## config.mk

```make
export PLATFORM = sky130hd
export DESIGN_NAME = octal_switch_serial_control
export DESIGN_NICKNAME = d
export VERILOG_FILES = /design/src/hdl/octal_switch_pkg.sv /design/src/hdl/octal_switch_sync.sv /design/src/hdl/octal_switch_serial_control.sv
export VERILOG_INCLUDE_DIRS = /design/src /design/src/hdl
export SDC_FILE = /design/constraint.sdc
export NUM_CORES = 1
export LEC_CHECK = 0
export ABC_AREA = 1
export BUFFER_PORTS_ARGS = -buffer_cell sky130_fd_sc_hd__buf_2
export CELL_PAD_IN_SITES_DETAIL_PLACEMENT = 2
export CELL_PAD_IN_SITES_GLOBAL_PLACEMENT = 2
export CORE_AREA = 2 2 131 133
export CTS_CLUSTER_SIZE = 40
export DETAILED_ROUTE_END_ITERATION = 6
export DIE_AREA = 0 0 133 135
export PLACE_DENSITY = 0.69
export SLEW_MARGIN = 20
export SYNTH_ARGS = -nofsm -noshare
export SYNTH_HDL_FRONTEND = slang
export SYNTH_HIERARCHICAL = 1
export SYNTH_SLANG_ARGS = --single-unit
```

## constraint.sdc

```tcl
create_clock -name CLK_SYS -period 2.1 [get_ports CLK_SYS]
set_input_delay 0.63 -clock CLK_SYS [delete_from_list [all_inputs] [get_ports CLK_SYS]]
set_output_delay 0.63 -clock CLK_SYS [all_outputs]
set_load 0.01 [all_outputs]
```

## src/hdl/octal_switch_consts.svh

```systemverilog
// Constants of the eight-channel serial switch controller.
`ifndef OCTAL_SWITCH_CONSTS_SVH
`define OCTAL_SWITCH_CONSTS_SVH
`define OSW_WIDTH        8
`define OSW_MSB          7
`define OSW_ALL_OFF      8'hff
`define OSW_SHIFT_RESET  8'h00
`define OSW_CNT_RESET    4'h0
`endif

```

## src/hdl/octal_switch_pkg.sv

```systemverilog
// Types shared by the eight-channel serial switch controller.
package octal_switch_pkg;
  // Synchronised link pins.
  typedef struct packed {
    logic sel_n;  // Chip select, active low.
    logic sclk;   // Serial clock level.
    logic sdi;    // Serial data input level.
  } link_pins_t;
  // Edge events found on the link.
  typedef struct packed {
    logic sclk_rise;
    logic sclk_fall;
    logic sel_fall;
    logic sel_rise;
  } link_events_t;
endpackage : octal_switch_pkg

```

## src/hdl/octal_switch_sync.sv

```systemverilog
// Two-stage synchroniser and edge finder for the serial link pins.
`timescale 1ns/1ns
module octal_switch_sync
  import octal_switch_pkg::*;
(
  input  wire  logic         clk,
  input  wire  logic         rst,
  input  wire  logic         ce,
  input  wire  link_pins_t   pins_in,
  output link_pins_t         pins,
  output link_events_t       events
);
  link_pins_t stage1;       // First stage, read only by stage two.
  link_pins_t stage2;       // Second stage, the settled level.
  link_pins_t prev;         // Settled level one cycle older.
  link_pins_t next_stage1;  // Next first stage.
  link_pins_t next_stage2;  // Next second stage.
  link_pins_t next_prev;    // Next old level.

  // Compute the next synchroniser values; idle levels select off, clock low.
  always_comb begin
    next_stage1 = pins_in;
    next_stage2 = stage1;
    next_prev   = stage2;
  end

  // Register the chain; reset loads the idle pattern.
  always_ff @(posedge clk) begin
    if (rst) begin
      stage1 <= 3'b100;
      stage2 <= 3'b100;
      prev   <= 3'b100;
    end else if (ce) begin
      stage1 <= next_stage1;
      stage2 <= next_stage2;
      prev   <= next_prev;
    end
  end

  assign pins             = stage2;
  assign events.sclk_rise = stage2.sclk & ~prev.sclk;
  assign events.sclk_fall = ~stage2.sclk & prev.sclk;
  assign events.sel_fall  = ~stage2.sel_n & prev.sel_n;
  assign events.sel_rise  = stage2.sel_n & ~prev.sel_n;
endmodule : octal_switch_sync

```

## src/hdl/octal_switch_serial_control.sv

```systemverilog
// Serial command and drain-status logic of an eight-channel low-side switch.
`timescale 1ns/1ns
`include "octal_switch_consts.svh"

module octal_switch_serial_control
  import octal_switch_pkg::*;
#(
  parameter int WIDTH = `OSW_WIDTH  // Channels and bits per frame.
)(
  input  wire  logic              CLK_SYS,
  input  wire  logic              SYS_RST,
  input  wire  logic              CE,
  input  wire  logic              CS_N,
  input  wire  logic              SCLK,
  input  wire  logic              SDI,
  input  wire  logic              RESET_N,
  input  wire  logic              SHORT_PROTECT_DISABLE,
  input  wire  logic [WIDTH-1:0]  SHORT_DETECT,
  input  wire  logic [WIDTH-1:0]  THERMAL_SHUTDOWN,
  input  wire  logic [WIDTH-1:0]  DRAIN_HIGH,
  output logic                    SDO,
  output logic                    SDO_OE,
  output logic [WIDTH-1:0]        OUT_ON,
  output logic [WIDTH-1:0]        OUT_LIMIT
);
  link_pins_t   pins_in;      // Raw link pins.
  link_pins_t   pins;         // Synchronised link pins.
  link_events_t ev;           // Edge events on the link.
  logic         rst_n_s1;     // Reset pin first stage.
  logic         rst_n_s2;     // Reset pin settled level.
  logic [WIDTH-1:0] prot_s1;  // Fault inputs, first stage (short).
  logic [WIDTH-1:0] prot_s2;  // Short detect, settled.
  logic [WIDTH-1:0] therm_s1; // Thermal flags, first stage.
  logic [WIDTH-1:0] therm_s2; // Thermal flags, settled.
  logic [WIDTH-1:0] drain_s1; // Drain comparators, first stage.
  logic [WIDTH-1:0] drain_s2; // Drain comparators, settled.
  logic         short_protect_disable_s1;      // Protect disable, first stage.
  logic         short_protect_disable_s2;      // Protect disable, settled.

  logic [WIDTH-1:0] shifter;       // Command/status shift register.
  logic [WIDTH-1:0] latch;         // Latched command, one means off.
  logic [WIDTH-1:0] tripped;       // Outputs latched off by a short.
  logic             sdo_bit;       // Registered serial data out.
  logic [3:0]       bit_count;     // Bits taken in this frame.
  logic [WIDTH-1:0] status_sr;     // Drain status on its way out; the reset pin never clears it.
  logic [WIDTH-1:0] next_shifter;
  logic [WIDTH-1:0] next_latch;
  logic [WIDTH-1:0] next_tripped;
  logic             next_sdo_bit;
  logic [3:0]       next_bit_count;
  logic [WIDTH-1:0] next_status_sr;

  assign pins_in = '{sel_n: CS_N, sclk: SCLK, sdi: SDI};

  // Link pins are crossed and edge-detected in the leaf module.
  octal_switch_sync u_sync (
    .clk     (CLK_SYS),
    .rst     (SYS_RST),
    .ce      (CE),
    .pins_in (pins_in),
    .pins    (pins),
    .events  (ev)
  );

  // Every other asynchronous pin passes two flip-flops before use.
  always_ff @(posedge CLK_SYS) begin
    if (SYS_RST) begin
      rst_n_s1 <= 1'b0;
      rst_n_s2 <= 1'b0;
      prot_s1  <= '0;
      prot_s2  <= '0;
      therm_s1 <= '0;
      therm_s2 <= '0;
      drain_s1 <= '0;
      drain_s2 <= '0;
      short_protect_disable_s1  <= 1'b0;
      short_protect_disable_s2  <= 1'b0;
    end else if (CE) begin
      rst_n_s1 <= RESET_N;
      rst_n_s2 <= rst_n_s1;
      prot_s1  <= SHORT_DETECT;
      prot_s2  <= prot_s1;
      therm_s1 <= THERMAL_SHUTDOWN;
      therm_s2 <= therm_s1;
      drain_s1 <= DRAIN_HIGH;
      drain_s2 <= drain_s1;
      short_protect_disable_s1  <= SHORT_PROTECT_DISABLE;
      short_protect_disable_s2  <= short_protect_disable_s1;
    end
  end

  // Next values of the serial engine. Reset acts on the settled pin level at
  // once, needing no serial clock; the data-out path is left alone by it.
  always_comb begin
    next_shifter   = shifter;
    next_latch     = latch;
    next_tripped   = tripped;
    next_sdo_bit   = sdo_bit;
    next_bit_count = bit_count;
    next_status_sr = status_sr;
    // Drain status is loaded as the frame opens.
    // The status copy costs eight flip-flops, but it lets the reset pin clear
    // the command bits while data out keeps reporting the drains.
    if (ev.sel_fall) begin
      next_shifter   = drain_s2;
      next_status_sr = drain_s2;
      next_sdo_bit   = drain_s2[WIDTH-1];  // Output 7 appears first.
      next_bit_count = `OSW_CNT_RESET;
    end else if (!pins.sel_n) begin        // Deselected edges ignored.
      if (ev.sclk_rise) begin
        next_sdo_bit = status_sr[WIDTH-1]; // Data out moves on clock rise.
      end
      if (ev.sclk_fall) begin
        // Shift left so the first bit ends at output 7.
        next_shifter   = {shifter[WIDTH-2:0], pins.sdi};
        // The input trails the status out, so chained parts still see it.
        next_status_sr = {status_sr[WIDTH-2:0], pins.sdi};
        if (bit_count < 4'(WIDTH)) begin
          next_bit_count = bit_count + 4'h1;
        end
      end
    end
    if (ev.sel_rise) begin
      next_latch   = shifter;              // Frame end applies the word.
      next_tripped = '0;                   // A new write re-arms tripped outputs.
    end
    // Short with protection enabled drops just that output.
    if (!short_protect_disable_s2) begin
      next_tripped = next_tripped | (prot_s2 & ~next_latch);
    end
    // Reset wins over everything except the data-out bit, the status copy and the bit count.
    if (!rst_n_s2) begin
      next_shifter = `OSW_SHIFT_RESET;
      next_latch   = `OSW_ALL_OFF;
      next_tripped = '0;
    end
  end

  // Register the serial engine state.
  always_ff @(posedge CLK_SYS) begin
    if (SYS_RST) begin
      shifter   <= `OSW_SHIFT_RESET;
      latch     <= `OSW_ALL_OFF;
      tripped   <= '0;
      sdo_bit   <= 1'b0;
      bit_count <= `OSW_CNT_RESET;
      status_sr <= `OSW_SHIFT_RESET;
    end else if (CE) begin
      shifter   <= next_shifter;
      latch     <= next_latch;
      tripped   <= next_tripped;
      sdo_bit   <= next_sdo_bit;
      bit_count <= next_bit_count;
      status_sr <= next_status_sr;
    end
  end

  // Driver enabled only inside a frame.
  assign SDO    = sdo_bit;
  assign SDO_OE = ~pins.sel_n;
  // A zero in the latch turns the output on unless tripped or overheated.
  assign OUT_ON = ~latch & ~tripped & ~therm_s2;
  // Protect disabled: a short keeps the output on, current limited.
  assign OUT_LIMIT = OUT_ON & prot_s2 & {WIDTH{short_protect_disable_s2}};

  // Checks of the behaviour above.
  a_latch_on_rise: assert property (@(posedge CLK_SYS) disable iff (SYS_RST)
    (CE && ev.sel_rise && rst_n_s2) |=> (latch == $past(shifter)))
    else $error("Latch did not take shifter at select rise.");
  a_status_load: assert property (@(posedge CLK_SYS) disable iff (SYS_RST)
    (CE && ev.sel_fall && rst_n_s2) |=> (shifter == $past(drain_s2) && status_sr == $past(drain_s2)))
    else $error("Drain status not loaded at select fall.");
  a_status_no_reset: assert property (@(posedge CLK_SYS) disable iff (SYS_RST)
    (CE && ev.sel_fall) |=> (sdo_bit == $past(drain_s2[WIDTH-1])))
    else $error("Data out first bit wrong at select fall.");
  a_full_frame: assert property (@(posedge CLK_SYS) disable iff (SYS_RST)
    (CE && ev.sel_rise) |-> (bit_count == 4'(WIDTH)))
    else $error("Frame closed without a full word.");
  a_sdo_enable: assert property (@(posedge CLK_SYS) disable iff (SYS_RST)
    SDO_OE == !pins.sel_n)
    else $error("Data out enable wrong.");
  a_shift_fall: assert property (@(posedge CLK_SYS) disable iff (SYS_RST)
    (CE && !pins.sel_n && ev.sclk_fall && !ev.sel_fall && rst_n_s2)
      |=> (shifter[0] == $past(pins.sdi)))
    else $error("Input bit not captured on clock fall.");
  a_sdo_rise_only: assert property (@(posedge CLK_SYS) disable iff (SYS_RST)
    (CE && !ev.sclk_rise && !ev.sel_fall) |=> $stable(sdo_bit))
    else $error("Data out changed without a clock rise.");
  a_reset_off: assert property (@(posedge CLK_SYS) disable iff (SYS_RST)
    (CE && !rst_n_s2) |=> (OUT_ON == '0 && shifter == '0))
    else $error("Reset did not force outputs off.");
  a_idle_ignore: assert property (@(posedge CLK_SYS) disable iff (SYS_RST)
    (CE && pins.sel_n && !ev.sel_rise && rst_n_s2) |=> $stable(shifter))
    else $error("Shifter moved while deselected.");
  a_trip_short: assert property (@(posedge CLK_SYS) disable iff (SYS_RST)
    (CE && !short_protect_disable_s2 && ((prot_s2 & ~latch) != '0) && !ev.sel_rise && rst_n_s2)
      |=> ((OUT_ON & $past(prot_s2 & ~latch)) == '0))
    else $error("Shorted output not dropped.");
endmodule : octal_switch_serial_control

```

==> flow_metrics.tcl <==
set metrics [dict create \
    status "finished, final reports clean" \
    power_density_nw_per_um2 898 \
    nets 598 \
    synth-xor-area-share_pct 0 \
    synth.distinct_cells 19 \
    synthCells 526 \
    tritoncts "done" \
    via_per_inst 4.47 \
    cts_sinks 93 \
    grt_max_degree 53 \
    setup.worst_path.start "latch[7]$_SDFFE_PP1P_" \
    yosysTopAreaCell "dfxtp_1" \
    cts.reportedPaths.clkPinSlew_ns 0.07 \
    initial_utilization_pct 22.9 \
    antenna_found_initial 0 \
    slowest_delay_ns 0.40 \
    hp-start "SDO$_SDFFE_PP0P_" \
    multiInputGateArea_um2 1620 \
    ant_nets 0 \
    synth_most_common_cell "nor2_1" \
    maxSlewViolCount 0 \
    clkPwrFrac_pct 44.4 \
    crit_arrival_ns 1.34 \
    drive_above_1_share_pct 14.2 \
    wl_mm 11.9 \
    synthSimpleGateAreaFrac_pct 29.3 \
    yosysTopAreaCellShare_pct 49.5 \
    p_seq_share_pct 46.6 \
    dpl_cell_area_um2 4230 \
    grt_pass1_wl_mm 20.5 \
    fin_setup_tns_ns 0 \
    cp.required_ns 1.47 \
    slew_headroom_pct 45.2 \
    hold_class "flip-flop to flip-flop" \
    clock_latency_ns 0.35 \
    whs_ns 0.467 \
    ios 50 \
    num_rows 47 \
    track_usage_pct 14.4 \
    cpLargestDelayFamily "simple AND/OR/NAND/NOR gates" \
    p_leak_nw 1.99 \
    yosys_warnings 6 \
    die_area_um2 18000 \
    die_h_um 135 \
    peakVddDrop_mv 0.372 \
    final_core_util_pct 27.8 \
    ctsHoldBuffers 0 \
    crit_chain "or3_1 -> nor2_1 -> buf_2" \
    port_buffers 49 \
    regArea_um2 1860 \
    synth_edf_count 0 \
    critPathCaptureType "primary output" \
    cap_violations 0 \
    combPwrFrac_pct 8.9 \
    drc_errors 0 \
    synth_ff_type "dfxtp_1" \
    ys_top_cells_by_count "nor2_1 (124), nand2_1 (108), dfxtp_1 (93)" \
    cp_max_fo 3 \
    grt_pass1_vias 3998 \
    die_w_um 133 \
    via_count 3535 \
    synth_top_family_by_area "simple AND/OR/NAND/NOR gates" \
    worst_slew_pin_slew_ns 0.817 \
    synth_compound_area_share_pct 13.7 \
    worstSetupPathType "flip-flop to primary output" \
    globalplace.congestion 0.761 \
    crit_path_start_kind "flip-flop" \
    grt.overflow.total 0 \
    insertedDiodeCount 0 \
    dr.pass1.iters 4 \
    fp.coreArea_um2 16400 \
    syn_to_final_growth_pct 21.2 \
    syn_avg_cell_area_um2 7.16 \
    switchingPower_mw 1.06 \
    place_hpwl_mm 8.41 \
    switching_share_pct 25.9 \
    syn_area_um2 3760 \
    post-route-period-util_pct 93.9 \
    period_needed_ns 1.97 \
    r2r-start "u_sync/prev[2]$_SDFFE_PP1P_" \
    post-route-cell-area_um2 4560 \
    yosys-top-cells-area "dfxtp_1 (49%), nor2_1 (12%), nand2_1 (11%), o21ai_0 (8.1%), a21oi_1 (3.6%)" \
    cts-htree-levels 3 \
    synth.net_count 558 \
    synthAdderAreaFrac_pct 0 \
    hold_violations 0 \
    async_reset_ff_share_pct 0 \
    cts-root-buf "clkbuf_16" \
    clock_path_buffers 2 \
    fin_skew_ns 0.00873 \
    wire_per_inst_um 15.0 \
    drt_iter0_drc 178 \
    numCtsBuffers 9 \
    synth_mux_area_share_pct 0 \
    fmax_mhz 507 \
    setup_viol 0 \
    nFillCells 1951 \
    cp_slowest_cell "or3_1" \
    ys_ff_latch 93 \
    ys_seq_area_share_pct 49.5 \
    cp_num_buf_inv 1 \
    p_int_mw 3.04 \
    rsz0062_at_grt "no" \
]
==> placed cells by master (no fill, tap or decap), drive strengths merged <==
cell	Yosys	layout
o211ai	8	8
clkinvlp	0	1
nor2	124	124
or3	8	8
nand4	7	7
a21oi	27	27
nand3	23	23
nand3b	1	1
nand2	108	108
inv	32	36
bufinv	0	2
clkbuf	17	9
dfxtp	93	93
o21ai	63	63
nor3	1	1
buf	14	60
==> final timing paths <==
path | endpoint | cells past startpoint | slack [ns]
worst max-delay path | OUT_LIMIT[7] | 3 | 0.13
worst min-delay path | SDO$_SDFFE_PP0P_ | 2 | 0.47
worst max register to register | status_sr[3]$_SDFFE_PP0P_ | 7 | 0.29
worst min register to register | SDO$_SDFFE_PP0P_ | 2 | 0.47
==> registers in the layout, summed over array words and instances (netlist names), 2 cells and up <==
| name | cells |
|---|---|
| prot_s2 | 8 |
| drain_s1 | 8 |
| shifter | 8 |
| u_sync/prev | 2 |
| therm_s1 | 8 |
| u_sync/pins | 3 |
| drain_s2 | 8 |
| therm_s2 | 8 |
| status_sr | 8 |
| u_sync/next_stage2 | 3 |
| prot_s1 | 8 |
| tripped | 8 |
| latch | 8 |
==> metrics by stage <==
| step | power [mW] | std cells | setup slack, ns |
|---|---|---|---|
| 2_1_floorplan | 2.17 | 526 | 0.637 |
| 3_3_place_gp | 2.30 | 775 | 0.423 |
| 3_5_place_dp | 2.32 | 775 | 0.297 |
| 4_1_cts | 4.15 | 791 | 0.00634 |
| 5_1_grt | 4.30 | 791 | 0.0400 |
| 6_report | 4.10 | 791 | 0.127 |
==> area by class of cell <==
class	count	area share, %
clock buffers	9	4.94
clock inverters	7	2.25
inverters	32	2.74
multi-input cells	370	35.5
flip-flops and latches	93	40.8
well taps	220	6.03
repair buffers	60	7.73
==> routing by layer <==
metal  global-route usage (%)  vias up  wire (um)
met5                        0        -          0
met4                     5.56        0        218
met3                     2.74       14        277
met2                     24.4       37       5680
met1                     18.1     1718       5680
li1                         -     1766          -
==> power by group through the flow <==
stage          clock network (mW)  logic, mW  registers (mW)
3_5_place_dp                    0      0.371            1.95
5_1_grt                      1.95      0.425            1.92
4_1_cts                      1.87      0.375            1.91
6_report                     1.82      0.366            1.91
3_3_place_gp                    0      0.354            1.95
2_1_floorplan                   0      0.249            1.92
==> worst register-to-register path, stage by stage, from the launching register on <==
cell and delay [ns]:
dfxtp_1 0.38, inv_1 0.07, nor2_1 0.23, inv_4 0.15
o21ai_2 0.30, nand2_1 0.35, nand2_1 0.14, a21oi_1 0.07
==> repair_timing <==
action / in CTS / in global routing
setup buffers: 0 / 0
setup endpoints to repair: 0 / 8
resized for setup: 0 / 1
==> kinds of logic (layout without fill, tap and decap cells) <==
group                  count (synthesis)  in the layout
AND/OR/NAND/NOR                      272            272
AO/OA/AOI/OAI                         98             98
buffers and inverters                 63            108
flip-flops                            93             93
Note: power is estimated with default switching activity, not from simulation.
